[config.mk]
export PLATFORM = sky130hd
export DESIGN_NAME = ams_sequencer
export DESIGN_NICKNAME = d
export VERILOG_FILES = /design/src/hw/ams_pkg.sv /design/src/hw/ams_sequencer.sv /design/src/hw/ams_edge_sync.sv
export VERILOG_INCLUDE_DIRS = /design/src /design/src/hw
export SDC_FILE = /design/constraint.sdc
export NUM_CORES = 1
export LEC_CHECK = 0
export BUFFER_PORTS_ARGS = -buffer_cell sky130_fd_sc_hd__buf_2
export CORE_ASPECT_RATIO = 1.75
export CORE_UTILIZATION = 31
export DETAILED_ROUTE_END_ITERATION = 16
export GPL_TIMING_DRIVEN = 0
export HOLD_SLACK_MARGIN = 0.05
export PLACE_DENSITY = 0.59
export RECOVER_POWER = 100
export SLEW_MARGIN = 20
export SYNTH_ARGS = -nofsm -noshare
export SYNTH_HDL_FRONTEND = slang
export SYNTH_SLANG_ARGS = --single-unit
[constraint.sdc]
create_clock -name clk_sys -period 9.2 [get_ports clk_sys]
set_clock_uncertainty 0.05 [all_clocks]
set_input_delay 0.92 -clock clk_sys [delete_from_list [all_inputs] [get_ports clk_sys]]
set_output_delay 0.92 -clock clk_sys [all_outputs]
set_load 0.02 [all_outputs]
[src/hw/ams_map.svh]
`ifndef AMS_MAP_SVH
`define AMS_MAP_SVH

// ==========================================================================
// Register indices and byte addresses
`define AMS_IDX_EQU 16'h2000
`define AMS_IDX_CYC 16'h2002
`define AMS_IDX_ALT 16'h2005
`define AMS_IDX_STAT 16'h2008
`define AMS_ADDR_EQU (`AMS_IDX_EQU * 16'h0004)
`define AMS_ADDR_CYC (`AMS_IDX_CYC * 16'h0004)
`define AMS_ADDR_ALT (`AMS_IDX_ALT * 16'h0004)
`define AMS_ADDR_STAT (`AMS_IDX_STAT * 16'h0004)

// ==========================================================================
// Reset values
`define AMS_RST_EQU 8'h00
`define AMS_RST_CYC 8'h00
`define AMS_RST_ALT 8'h00

// ==========================================================================
// Field positions
`define AMS_EQU_MSB 7
`define AMS_EQU_LSB 5
`define AMS_DIV_MSB 7
`define AMS_DIV_LSB 6
`define AMS_CHOP_MSB 5
`define AMS_CHOP_LSB 4
`define AMS_ALT_BIT 2
`define AMS_FLEN_BIT 4

// ==========================================================================
// Counts
`define AMS_CONV_SHORT 2'h2
`define AMS_CONV_LONG 2'h3
`define AMS_STATES_2 3'h2
`define AMS_STATES_3 3'h3
`define AMS_STATES_4 3'h4
`define AMS_STATES_6 3'h6
`define AMS_STATE_FIRST 3'h0
`define AMS_STATE_TEMP 3'h0
`define AMS_STATE_AUX 3'h2
`define AMS_RES_BITS_SHORT 21
`define AMS_RES_BITS_LONG 22

`endif

[src/hw/ams_pkg.sv]
package ams_pkg;

   // =======================================================================
   // Input selector codes, equal to the result word in compute data RAM.
   typedef enum logic [2:0] {
      AMS_IN_PHASE_A_CUR = 3'b000,
      AMS_IN_PHASE_A_VOLT = 3'b001,
      AMS_IN_PHASE_B_CUR = 3'b010,
      AMS_IN_PHASE_B_VOLT = 3'b011,
      AMS_IN_PHASE_C_CUR = 3'b100,
      AMS_IN_PHASE_C_VOLT = 3'b101,
      AMS_IN_DIE_TEMP = 3'b110,
      AMS_IN_AUX_MON = 3'b111
   } ams_input_e;

   // =======================================================================
   // Sequencer states.
   typedef enum logic [0:0] {
      AMS_SQ_IDLE = 1'b0,
      AMS_SQ_RUN = 1'b1
   } ams_fsm_e;

   // =======================================================================
   // Chopper modes.
   typedef enum logic [1:0] {
      AMS_CHOP_REGULAR = 2'b00,
      AMS_CHOP_INVERTED = 2'b01,
      AMS_CHOP_TOGGLE = 2'b10,
      AMS_CHOP_TOGGLE_ALT = 2'b11
   } ams_chop_e;

endpackage : ams_pkg

[src/hw/ams_sequencer.sv]
// Our own choice: register access over APB.
`timescale 1ns/1ps
`include "ams_map.svh"

// ==========================================================================
module ams_sequencer (
   input wire logic clk_sys,
   input wire logic reset,
   input wire logic psel,
   input wire logic penable,
   input wire logic pwrite,
   input wire logic [15:0] paddr,
   input wire logic [31:0] pwdata,
   output logic [31:0] prdata,
   output logic pready,
   output logic pslverr,
   input wire logic slow_base_clock,
   input wire logic [21:0] filter_result,
   output logic [2:0] input_select,
   output logic conv_start,
   output logic filter_start,
   output logic result_width_22,
   output logic chop_polarity,
   output logic ce_pass_start,
   output logic [2:0] meter_equation_select,
   output logic ram_we,
   output logic [2:0] ram_addr,
   output logic [31:0] ram_wdata,
   output logic cycle_end_event,
   output logic alt_cycle_active
);

   // =======================================================================
   // Register file
   logic [7:0] equation_config_q;
   logic [7:0] cycle_and_chop_config_q;
   logic [7:0] alt_and_filter_config_q;
   logic alt_pending_q;
   logic [7:0] cycle_count_q;
   logic wr_en;
   logic rd_hit;
   logic alt_rise;
   logic alt_start;
   ams_pkg::ams_fsm_e fsm_q;

   assign wr_en = psel & penable & pwrite;
   assign pready = 1'b1;

   always_comb begin
      rd_hit = 1'b1;
      prdata = 32'h0000_0000;
      case (paddr)
         `AMS_ADDR_EQU: prdata[7:0] = equation_config_q;
         `AMS_ADDR_CYC: prdata[7:0] = cycle_and_chop_config_q;
         `AMS_ADDR_ALT: prdata[7:0] = alt_and_filter_config_q;
         `AMS_ADDR_STAT: begin
            prdata[2:0] = input_select;
            prdata[3] = alt_cycle_active;
            prdata[4] = alt_pending_q;
            prdata[5] = chop_polarity;
            prdata[6] = (fsm_q == ams_pkg::AMS_SQ_RUN);
            prdata[15:8] = cycle_count_q;
         end
         default: rd_hit = 1'b0;
      endcase
   end

   // Status is read only, so a write to it is refused like a miss.
   assign pslverr = psel & penable &
      (~rd_hit | (pwrite & (paddr == `AMS_ADDR_STAT)));

   always_ff @(posedge clk_sys or posedge reset) begin
      if (reset) begin
         equation_config_q <= `AMS_RST_EQU;
         cycle_and_chop_config_q <= `AMS_RST_CYC;
         alt_and_filter_config_q <= `AMS_RST_ALT;
      end else if (wr_en) begin
         if (paddr == `AMS_ADDR_EQU) begin
            equation_config_q <= pwdata[7:0];
         end
         if (paddr == `AMS_ADDR_CYC) begin
            cycle_and_chop_config_q <= pwdata[7:0];
         end
         if (paddr == `AMS_ADDR_ALT) begin
            alt_and_filter_config_q <= pwdata[7:0];
         end
      end
   end

   // The rise is taken from the write data against the stored bit,
   // so even a request held for one write is seen.
   assign alt_rise = wr_en & (paddr == `AMS_ADDR_ALT) &
      pwdata[`AMS_ALT_BIT] &
      ~alt_and_filter_config_q[`AMS_ALT_BIT];

   // A new request in the same cycle as the clear wins.
   always_ff @(posedge clk_sys or posedge reset) begin
      if (reset) begin
         alt_pending_q <= 1'b0;
      end else if (alt_rise) begin
         alt_pending_q <= 1'b1;
      end else if (alt_start) begin
         alt_pending_q <= 1'b0;
      end
   end

   assign meter_equation_select =
      equation_config_q[`AMS_EQU_MSB:`AMS_EQU_LSB];
   assign result_width_22 =
      alt_and_filter_config_q[`AMS_FLEN_BIT];

   // =======================================================================
   // Slow clock tick
   logic tick;

   ams_edge_sync u_tick (
      .clk_sys(clk_sys),
      .reset(reset),
      .async_in(slow_base_clock),
      .rise_pulse(tick)
   );

   // =======================================================================
   // Sequence helpers
   function automatic logic [2:0] states_for(input logic [1:0] code);
      logic [2:0] n;
      n = `AMS_STATES_6;
      case (code)
         2'b00: n = `AMS_STATES_2;
         2'b01: n = `AMS_STATES_3;
         2'b10: n = `AMS_STATES_4;
         default: n = `AMS_STATES_6;
      endcase
      return n;
   endfunction : states_for

   // State number equals the regular input code; only non-voltage slots
   // are substituted in the alternate sequence.
   function automatic logic [2:0] select_for(input logic [2:0] st,
         input logic alt);
      logic [2:0] s;
      s = st;
      if (alt && st == `AMS_STATE_TEMP) begin
         s = ams_pkg::AMS_IN_DIE_TEMP;
      end else if (alt && st == `AMS_STATE_AUX) begin
         s = ams_pkg::AMS_IN_AUX_MON;
      end
      return s;
   endfunction : select_for

   // =======================================================================
   // Sequencer
   logic [2:0] state_q;
   logic [2:0] states_q;
   logic [1:0] tick_cnt_q;
   logic [1:0] conv_len_q;
   logic [1:0] conv_len_d;
   logic conv_end;
   logic last_state;
   logic begin_cycle;
   logic begin_conv;
   logic [2:0] next_state;
   logic next_alt;

   assign conv_len_d = result_width_22 ? `AMS_CONV_LONG :
      `AMS_CONV_SHORT;
   assign conv_end = (fsm_q == ams_pkg::AMS_SQ_RUN) & tick &
      (tick_cnt_q == conv_len_q - 2'h1);
   assign last_state = (state_q == states_q - 3'h1);
   assign begin_cycle = ((fsm_q == ams_pkg::AMS_SQ_IDLE) & tick) |
      (conv_end & last_state);
   assign begin_conv = ((fsm_q == ams_pkg::AMS_SQ_IDLE) & tick) |
      conv_end;
   assign alt_start = begin_cycle & alt_pending_q;
   assign next_state = begin_cycle ? `AMS_STATE_FIRST :
      state_q + 3'h1;
   assign next_alt = begin_cycle ? alt_pending_q : alt_cycle_active;

   always_ff @(posedge clk_sys or posedge reset) begin
      if (reset) begin
         fsm_q <= ams_pkg::AMS_SQ_IDLE;
      end else begin
         case (fsm_q)
            ams_pkg::AMS_SQ_IDLE: begin
               if (tick) begin
                  fsm_q <= ams_pkg::AMS_SQ_RUN;
               end
            end
            ams_pkg::AMS_SQ_RUN: fsm_q <= ams_pkg::AMS_SQ_RUN;
            default: fsm_q <= ams_pkg::AMS_SQ_IDLE;
         endcase
      end
   end

   always_ff @(posedge clk_sys or posedge reset) begin
      if (reset) begin
         state_q <= `AMS_STATE_FIRST;
         states_q <= `AMS_STATES_6;
         alt_cycle_active <= 1'b0;
         input_select <= ams_pkg::AMS_IN_PHASE_A_CUR;
      end else if (begin_conv) begin
         state_q <= next_state;
         alt_cycle_active <= next_alt;
         input_select <= select_for(next_state, next_alt);
         if (begin_cycle) begin
            // Latched per cycle so a mid-cycle write cannot cut it short.
            states_q <= states_for(
               cycle_and_chop_config_q[`AMS_DIV_MSB:`AMS_DIV_LSB]);
         end
      end
   end

   always_ff @(posedge clk_sys or posedge reset) begin
      if (reset) begin
         tick_cnt_q <= 2'h0;
         conv_len_q <= `AMS_CONV_SHORT;
      end else if (begin_conv) begin
         tick_cnt_q <= 2'h0;
         conv_len_q <= conv_len_d;
      end else if (tick && fsm_q == ams_pkg::AMS_SQ_RUN) begin
         tick_cnt_q <= tick_cnt_q + 2'h1;
      end
   end

   // =======================================================================
   // Start pulses
   always_ff @(posedge clk_sys or posedge reset) begin
      if (reset) begin
         conv_start <= 1'b0;
         filter_start <= 1'b0;
         ce_pass_start <= 1'b0;
         cycle_end_event <= 1'b0;
      end else begin
         conv_start <= begin_conv;
         filter_start <= begin_conv;
         ce_pass_start <= begin_cycle;
         cycle_end_event <= conv_end & last_state;
      end
   end

   always_ff @(posedge clk_sys or posedge reset) begin
      if (reset) begin
         cycle_count_q <= 8'h00;
      end else if (conv_end && last_state) begin
         cycle_count_q <= cycle_count_q + 8'h01;
      end
   end

   // =======================================================================
   // Result write
   logic [21:0] result_meta_q;
   logic [21:0] result_sync_q;

   // The converter word changes on the slow edge, some clocks before the
   // tick that reads it, so both stages hold a settled word by then.
   always_ff @(posedge clk_sys or posedge reset) begin
      if (reset) begin
         result_meta_q <= 22'h00_0000;
         result_sync_q <= 22'h00_0000;
      end else begin
         result_meta_q <= filter_result;
         result_sync_q <= result_meta_q;
      end
   end

   // The word index is the selector code, so alternate samples land in
   // their own words and never overwrite a line sample.
   always_ff @(posedge clk_sys or posedge reset) begin
      if (reset) begin
         ram_we <= 1'b0;
         ram_addr <= 3'h0;
         ram_wdata <= 32'h0000_0000;
      end else begin
         ram_we <= conv_end;
         if (conv_end) begin
            ram_addr <= input_select;
            if (conv_len_q == `AMS_CONV_LONG) begin
               ram_wdata <= {10'h000, result_sync_q};
            end else begin
               ram_wdata <= {11'h000,
                  result_sync_q[`AMS_RES_BITS_SHORT-1:0]};
            end
         end
      end
   end

   // =======================================================================
   // Reference chopper
   ams_pkg::ams_chop_e chop_mode;

   assign chop_mode = ams_pkg::ams_chop_e'(
      cycle_and_chop_config_q[`AMS_CHOP_MSB:`AMS_CHOP_LSB]);

   always_ff @(posedge clk_sys or posedge reset) begin
      if (reset) begin
         chop_polarity <= 1'b0;
      end else begin
         case (chop_mode)
            ams_pkg::AMS_CHOP_REGULAR: chop_polarity <= 1'b0;
            ams_pkg::AMS_CHOP_INVERTED: chop_polarity <= 1'b1;
            default: begin
               // Flipping only at the boundary keeps every sample of a
               // cycle on one polarity, so offsets cancel pairwise.
               if (conv_end && last_state) begin
                  chop_polarity <= ~chop_polarity;
               end
            end
         endcase
      end
   end

endmodule : ams_sequencer

[src/hw/ams_edge_sync.sv]
`timescale 1ns/1ps

// ==========================================================================
// Two-flop synchroniser with rising edge detect.
module ams_edge_sync (
   input wire logic clk_sys,
   input wire logic reset,
   input wire logic async_in,
   output logic rise_pulse
);

   logic meta_q;
   logic sync_q;
   logic last_q;

   // Only the second stage reads the first one.
   always_ff @(posedge clk_sys or posedge reset) begin
      if (reset) begin
         meta_q <= 1'b0;
         sync_q <= 1'b0;
         last_q <= 1'b0;
      end else begin
         meta_q <= async_in;
         sync_q <= meta_q;
         last_q <= sync_q;
      end
   end

   assign rise_pulse = sync_q & ~last_q;

endmodule : ams_edge_sync

# Word-level counts from Yosys, hierarchy flattened

Index checks and enable logic that the tools add are counted.
Widths: inputs -> output; s select.

Register bits: 135
Output and inout port bits: 83
Input port bits: 76
Word-level logic and storage cells: 95

Reduce and logical (&&, ||, !) cells: 15
Equality and inequality tests: 11
Bitwise logic cells: 21
Mux-type cells: 19
Add/subtract/negate cells: 5

Operators by type and width:

| operator             | count |
|---|---|
| $eq 16x16->1 const B | 4 |
| $pmux 7 s4           | 1 |
| $mux 22              | 1 |
| $and 1x1->1          | 13 |
| $mux 3               | 3 |
| $pmux 3 s3           | 1 |
| $add 8x1->8 const B  | 1 |
| $mux 8               | 1 |
| $reduce_and 2->1     | 4 |
| $mux 1               | 7 |
| $not 1->1            | 5 |
| $eq 2x1->1 const B   | 2 |
| $eq 2x2->1 const B   | 2 |
| $logic_and 1x1->1    | 4 |
| $logic_not 2->1      | 2 |
| $mux 2               | 2 |
| $pmux 1 s2           | 2 |
| $reduce_bool 2->1    | 2 |
| $reduce_or 4->1      | 1 |
| $add 3x1->3 const B  | 1 |
| $eq 3x2->1 const B   | 1 |
| $eq 3x3->1           | 1 |
| $logic_not 3->1      | 1 |
| $or 1x1->1           | 3 |
| other kinds (6)      | 6 |

# Logic depth before layout (Yosys ltp)

Depth after elaboration: 11
Mapped depth: 8

# Modules after synthesis

A second synthesis with hierarchy kept.

Cell total of the unflattened synthesis: 358
Area, all modules: 4,888.4 um^2

By module, submodules not included:

| module        | cells an instance | seq. area each (um^2) | area an instance (um^2) | instances |
|---|---|---|---|---|
| ams_sequencer | 353               | 3,030.4               | 4,795.8                 | 1 |
| ams_edge_sync | 5                 | 75.1                  | 92.6                    | 1 |

# Worst setup path after synthesis

OpenSTA, ideal clock, no wires.

Path type: input to output
Start: input paddr[9]
End: output prdata[0]
Data required time: 8,230 ps
Slack: 5,879 ps
Arrival: 2,351 ps
Buffers on the path: 1
Stages: 6
Cell sequence: nor4_2 > nand2b_1 > nor4_1 > and2_0 > clkbuf_1 > a221o_1

Word-level cells in the longest chain between the ends: 2

Ends and longest elaborated chain:

| item               | RTL line            | source |
|---|---|---|
| start: declaration | ams_sequencer.sv:12 | `input wire logic [15:0] paddr,` |
| $eq 16x16->1       | ams_sequencer.sv:52 | `case (paddr)` |
| $pmux 7 s4 (*)     | ams_sequencer.sv:52 |  |
| end: declaration   | ams_sequencer.sv:14 | `output logic [31:0] prdata,` |

Mark *: on every way between the ends. The rest lies on a longest branch, timed or not.

==> results.toml <==
[floorplanning]
placementRows = 60
coreArea_um2 = 15500
ios = 159
fp.dieW_um = 97.2
start_util = 0.318
die_h_um = 169
die-area_um2 = 16400

[synthesis]
netlist_area_um2 = 4910
synth_common_cells = "dfrtp_1 (122), nand2_1 (90), buf_4 (31)"
syn-instance-count = 406
yosysWarnings = 0
ys_seq_elements = 124
netlist.area_leader.share = 0.621
yosysTopAreaCell = "dfrtp_1"
synth_edf_count = 0
synthArstFlopShare = 1.00
synthDistinctLibCells = 48
synth_area_leaders = "dfrtp_1 (62%), nand2_1 (6.9%), buf_4 (4.7%)"
synthFlopType = "dfrtp_1"
syn_area_per_cell_um2 = 12.1
synth_seq_area_share = 0.632
synth_most_common_cell = "dfrtp_1"

[worst_setup_path]
crit_fanout = 71
start_kind = "input pin"
worst_path_most_repeated_cell = "clkbuf_1"
critPathKind = "input pin to async pin"
cp_data_required_time_ns = 8.84
arrival_ns = 4.99
slowest_stage = "clkbuf_1"
cp-end-kind = "async pin"
slowest_delay_ns = 2.60
path_cells = "clkbuf_1 -> clkinvlp_2 -> clkbuf_1"

[global_routing]
grt.overflow.total = 0
antenna_found_initial = 0
track_usage = 0.136
grt_pass1_wl_um = 17400
grt_pass1_vias = 3512
grt_max_degree = 72

[power_and_ir_drop]
pwr_density_cell_nw_per_um2 = 268
ir_worst_vdd_v = 0.000158
total_leakage_power_nw = 3.12

[place]
post-place-ws_ns = 5.19
place_hpwl_um = 7790
globalplace.congestion = 0.765
portBuffers = 107

[drt]
dr.pass1.iters = 5
routed_wl_um = 10500
routed-wl-met3_um = 483
wl_per_cell_um = 13.9
met2_length_um = 5880
drtIter0Drc = 130
routed_via_density = 4.48
vias = 3386
wl_met1_um = 3920
top_layer = "met4"
drc = 0
ant_nets = 0

[cts]
path_clk_slew_ns = 0.06
post-cts-setup-buffer-count = 0
cts-resized-gates = 0
root_buffer = "clkbuf_16"
cts-buffers-inserted = 17
clockBufferDepth = 2
clkLatencyLatePin_ns = 0.40
postCtsHoldBufs = 0
cts_tree = "yes"
h-tree-depth = 4
clock_sinks = 124

[sta]
worstMarginPinSlew_ns = 3.59
post-route-period-util = 0.581
slew_headroom = -1.39
setup_ws_ns = 3.85
final.min_clock_period_ns = 5.35
final-setup-viol-count = 0
fmax_mhz = 187
final_hold_viol_count = 0
drv_slew = 127
tns_ns = 0
rsz0062_at_grt = "false"

[final_layout]
regArea_um2 = 3110
fin_util = 0.403
multiInputGateArea_um2 = 1540
diodes = 0
nets = 637
drive_above_1_share = 0.226
fill_cells = 1559
syn_to_final_growth_pct = 26.9

[flow_run]
maxCapViolCount = 2

[status]
status = "finished, violations left"
violations = "max-capacitance violations, max-slew violations"

[min_path]
min_path_type = "register to register"
critical path, delay by kind of cell:
family / cells / cell delay (ns)
buf+inv: 3 / 3.99
power by group:
group,switching [mW],total (mW),internal (mW)
clock,0.241,0.639,0.398
combinational,0.222,0.332,0.110
sequential,0.0655,0.703,0.638
cell usage in the layout (no fill, tap or decap), drive strengths merged, types with 2 or more instances in the layout:
master	count
dfrtp	122
nand2	90
buf	88
clkbuf	79
conb	27
mux2	27
nor2	11
and2	11
clkinv	10
a22o	9
a21oi	8
xnor2	8
inv	8
a221o	7
o21ai	7
nand3	6
nand2b	5
nand3b	4
xor2	4
nor3	3
nand4	3
and3	3
or3	3
ha	3
nor4	3
or4	2
a21o	2
o22ai	2
bufinv	2
dfstp	2
clkinvlp	2
worst paths after layout:
check / depth (start not counted) / from / slack, ns / end
worst max register to register: 5 / conv_len_q[0] / 6.72 / cycle_count_q[1]
worst min-delay path: 0 / result_meta_q[15] / 0.29 / result_sync_q[15]
worst min register to register: 0 / result_meta_q[15] / 0.29 / result_sync_q[15]
worst max-delay path: 3 / reset / 3.85 / result_meta_q[21]
max in group clk_sys: 7 / paddr[13] / 5.14 / prdata[2]
min in group asynchronous: 2 / reset / 1.06 / ram_wdata[9]
per-stage QoR:
step	instance area (µm²)	power, mW	hold slack [ns]	cells
2_1_floorplan	5010	0.933	0.281	431
3_3_place_gp	5780	1.05	0.282	724
3_5_place_dp	5810	1.07	0.285	725
4_1_cts	6390	1.72	0.290	756
5_1_grt	6240	1.76	0.298	756
6_report	6240	1.67	0.291	756
per-layer routing:
metal,global-route usage,vias up
met5,0,-
met4,0.0629,0
met3,0.0359,14
met2,0.249,99
met1,0.143,1661
li1,-,1612
sequential cells by signal (all words and copies together), names as in the netlist, 2 cells and up:
| name | flops |
|---|---|
| ram_wdata | 22 |
| result_meta_q | 22 |
| result_sync_q | 22 |
| alt_and_filter_config_q | 8 |
| cycle_and_chop_config_q | 8 |
| cycle_count_q | 8 |
| equation_config_q | 8 |
| input_select | 3 |
| ram_addr | 3 |
| state_q | 3 |
| states_q | 3 |
| tick_cnt_q | 2 |
logic make-up (layout without fill, tap and decap cells):
kind of cell,Yosys count,after routing,share of synthesized area
other cells,2,27,0.00153
buf+inv,50,189,0.0634
xor+xnor,13,13,0.0260
mux,27,27,0.0680
flops,124,124,0.632
fa+ha+maj,3,3,0.00764
simple gates,149,149,0.144
compound gates,38,38,0.0573
cell type report:
class	instances	area share
sequential	124	0.498
multi-input combinational	257	0.247
timing repair buffer	108	0.0764
clock buffer	17	0.0682
buffer	42	0.0439
tap	186	0.0373
clock inverter	14	0.0239
inverter	8	0.00502
Note: power is estimated with default switching activity, not from simulation.
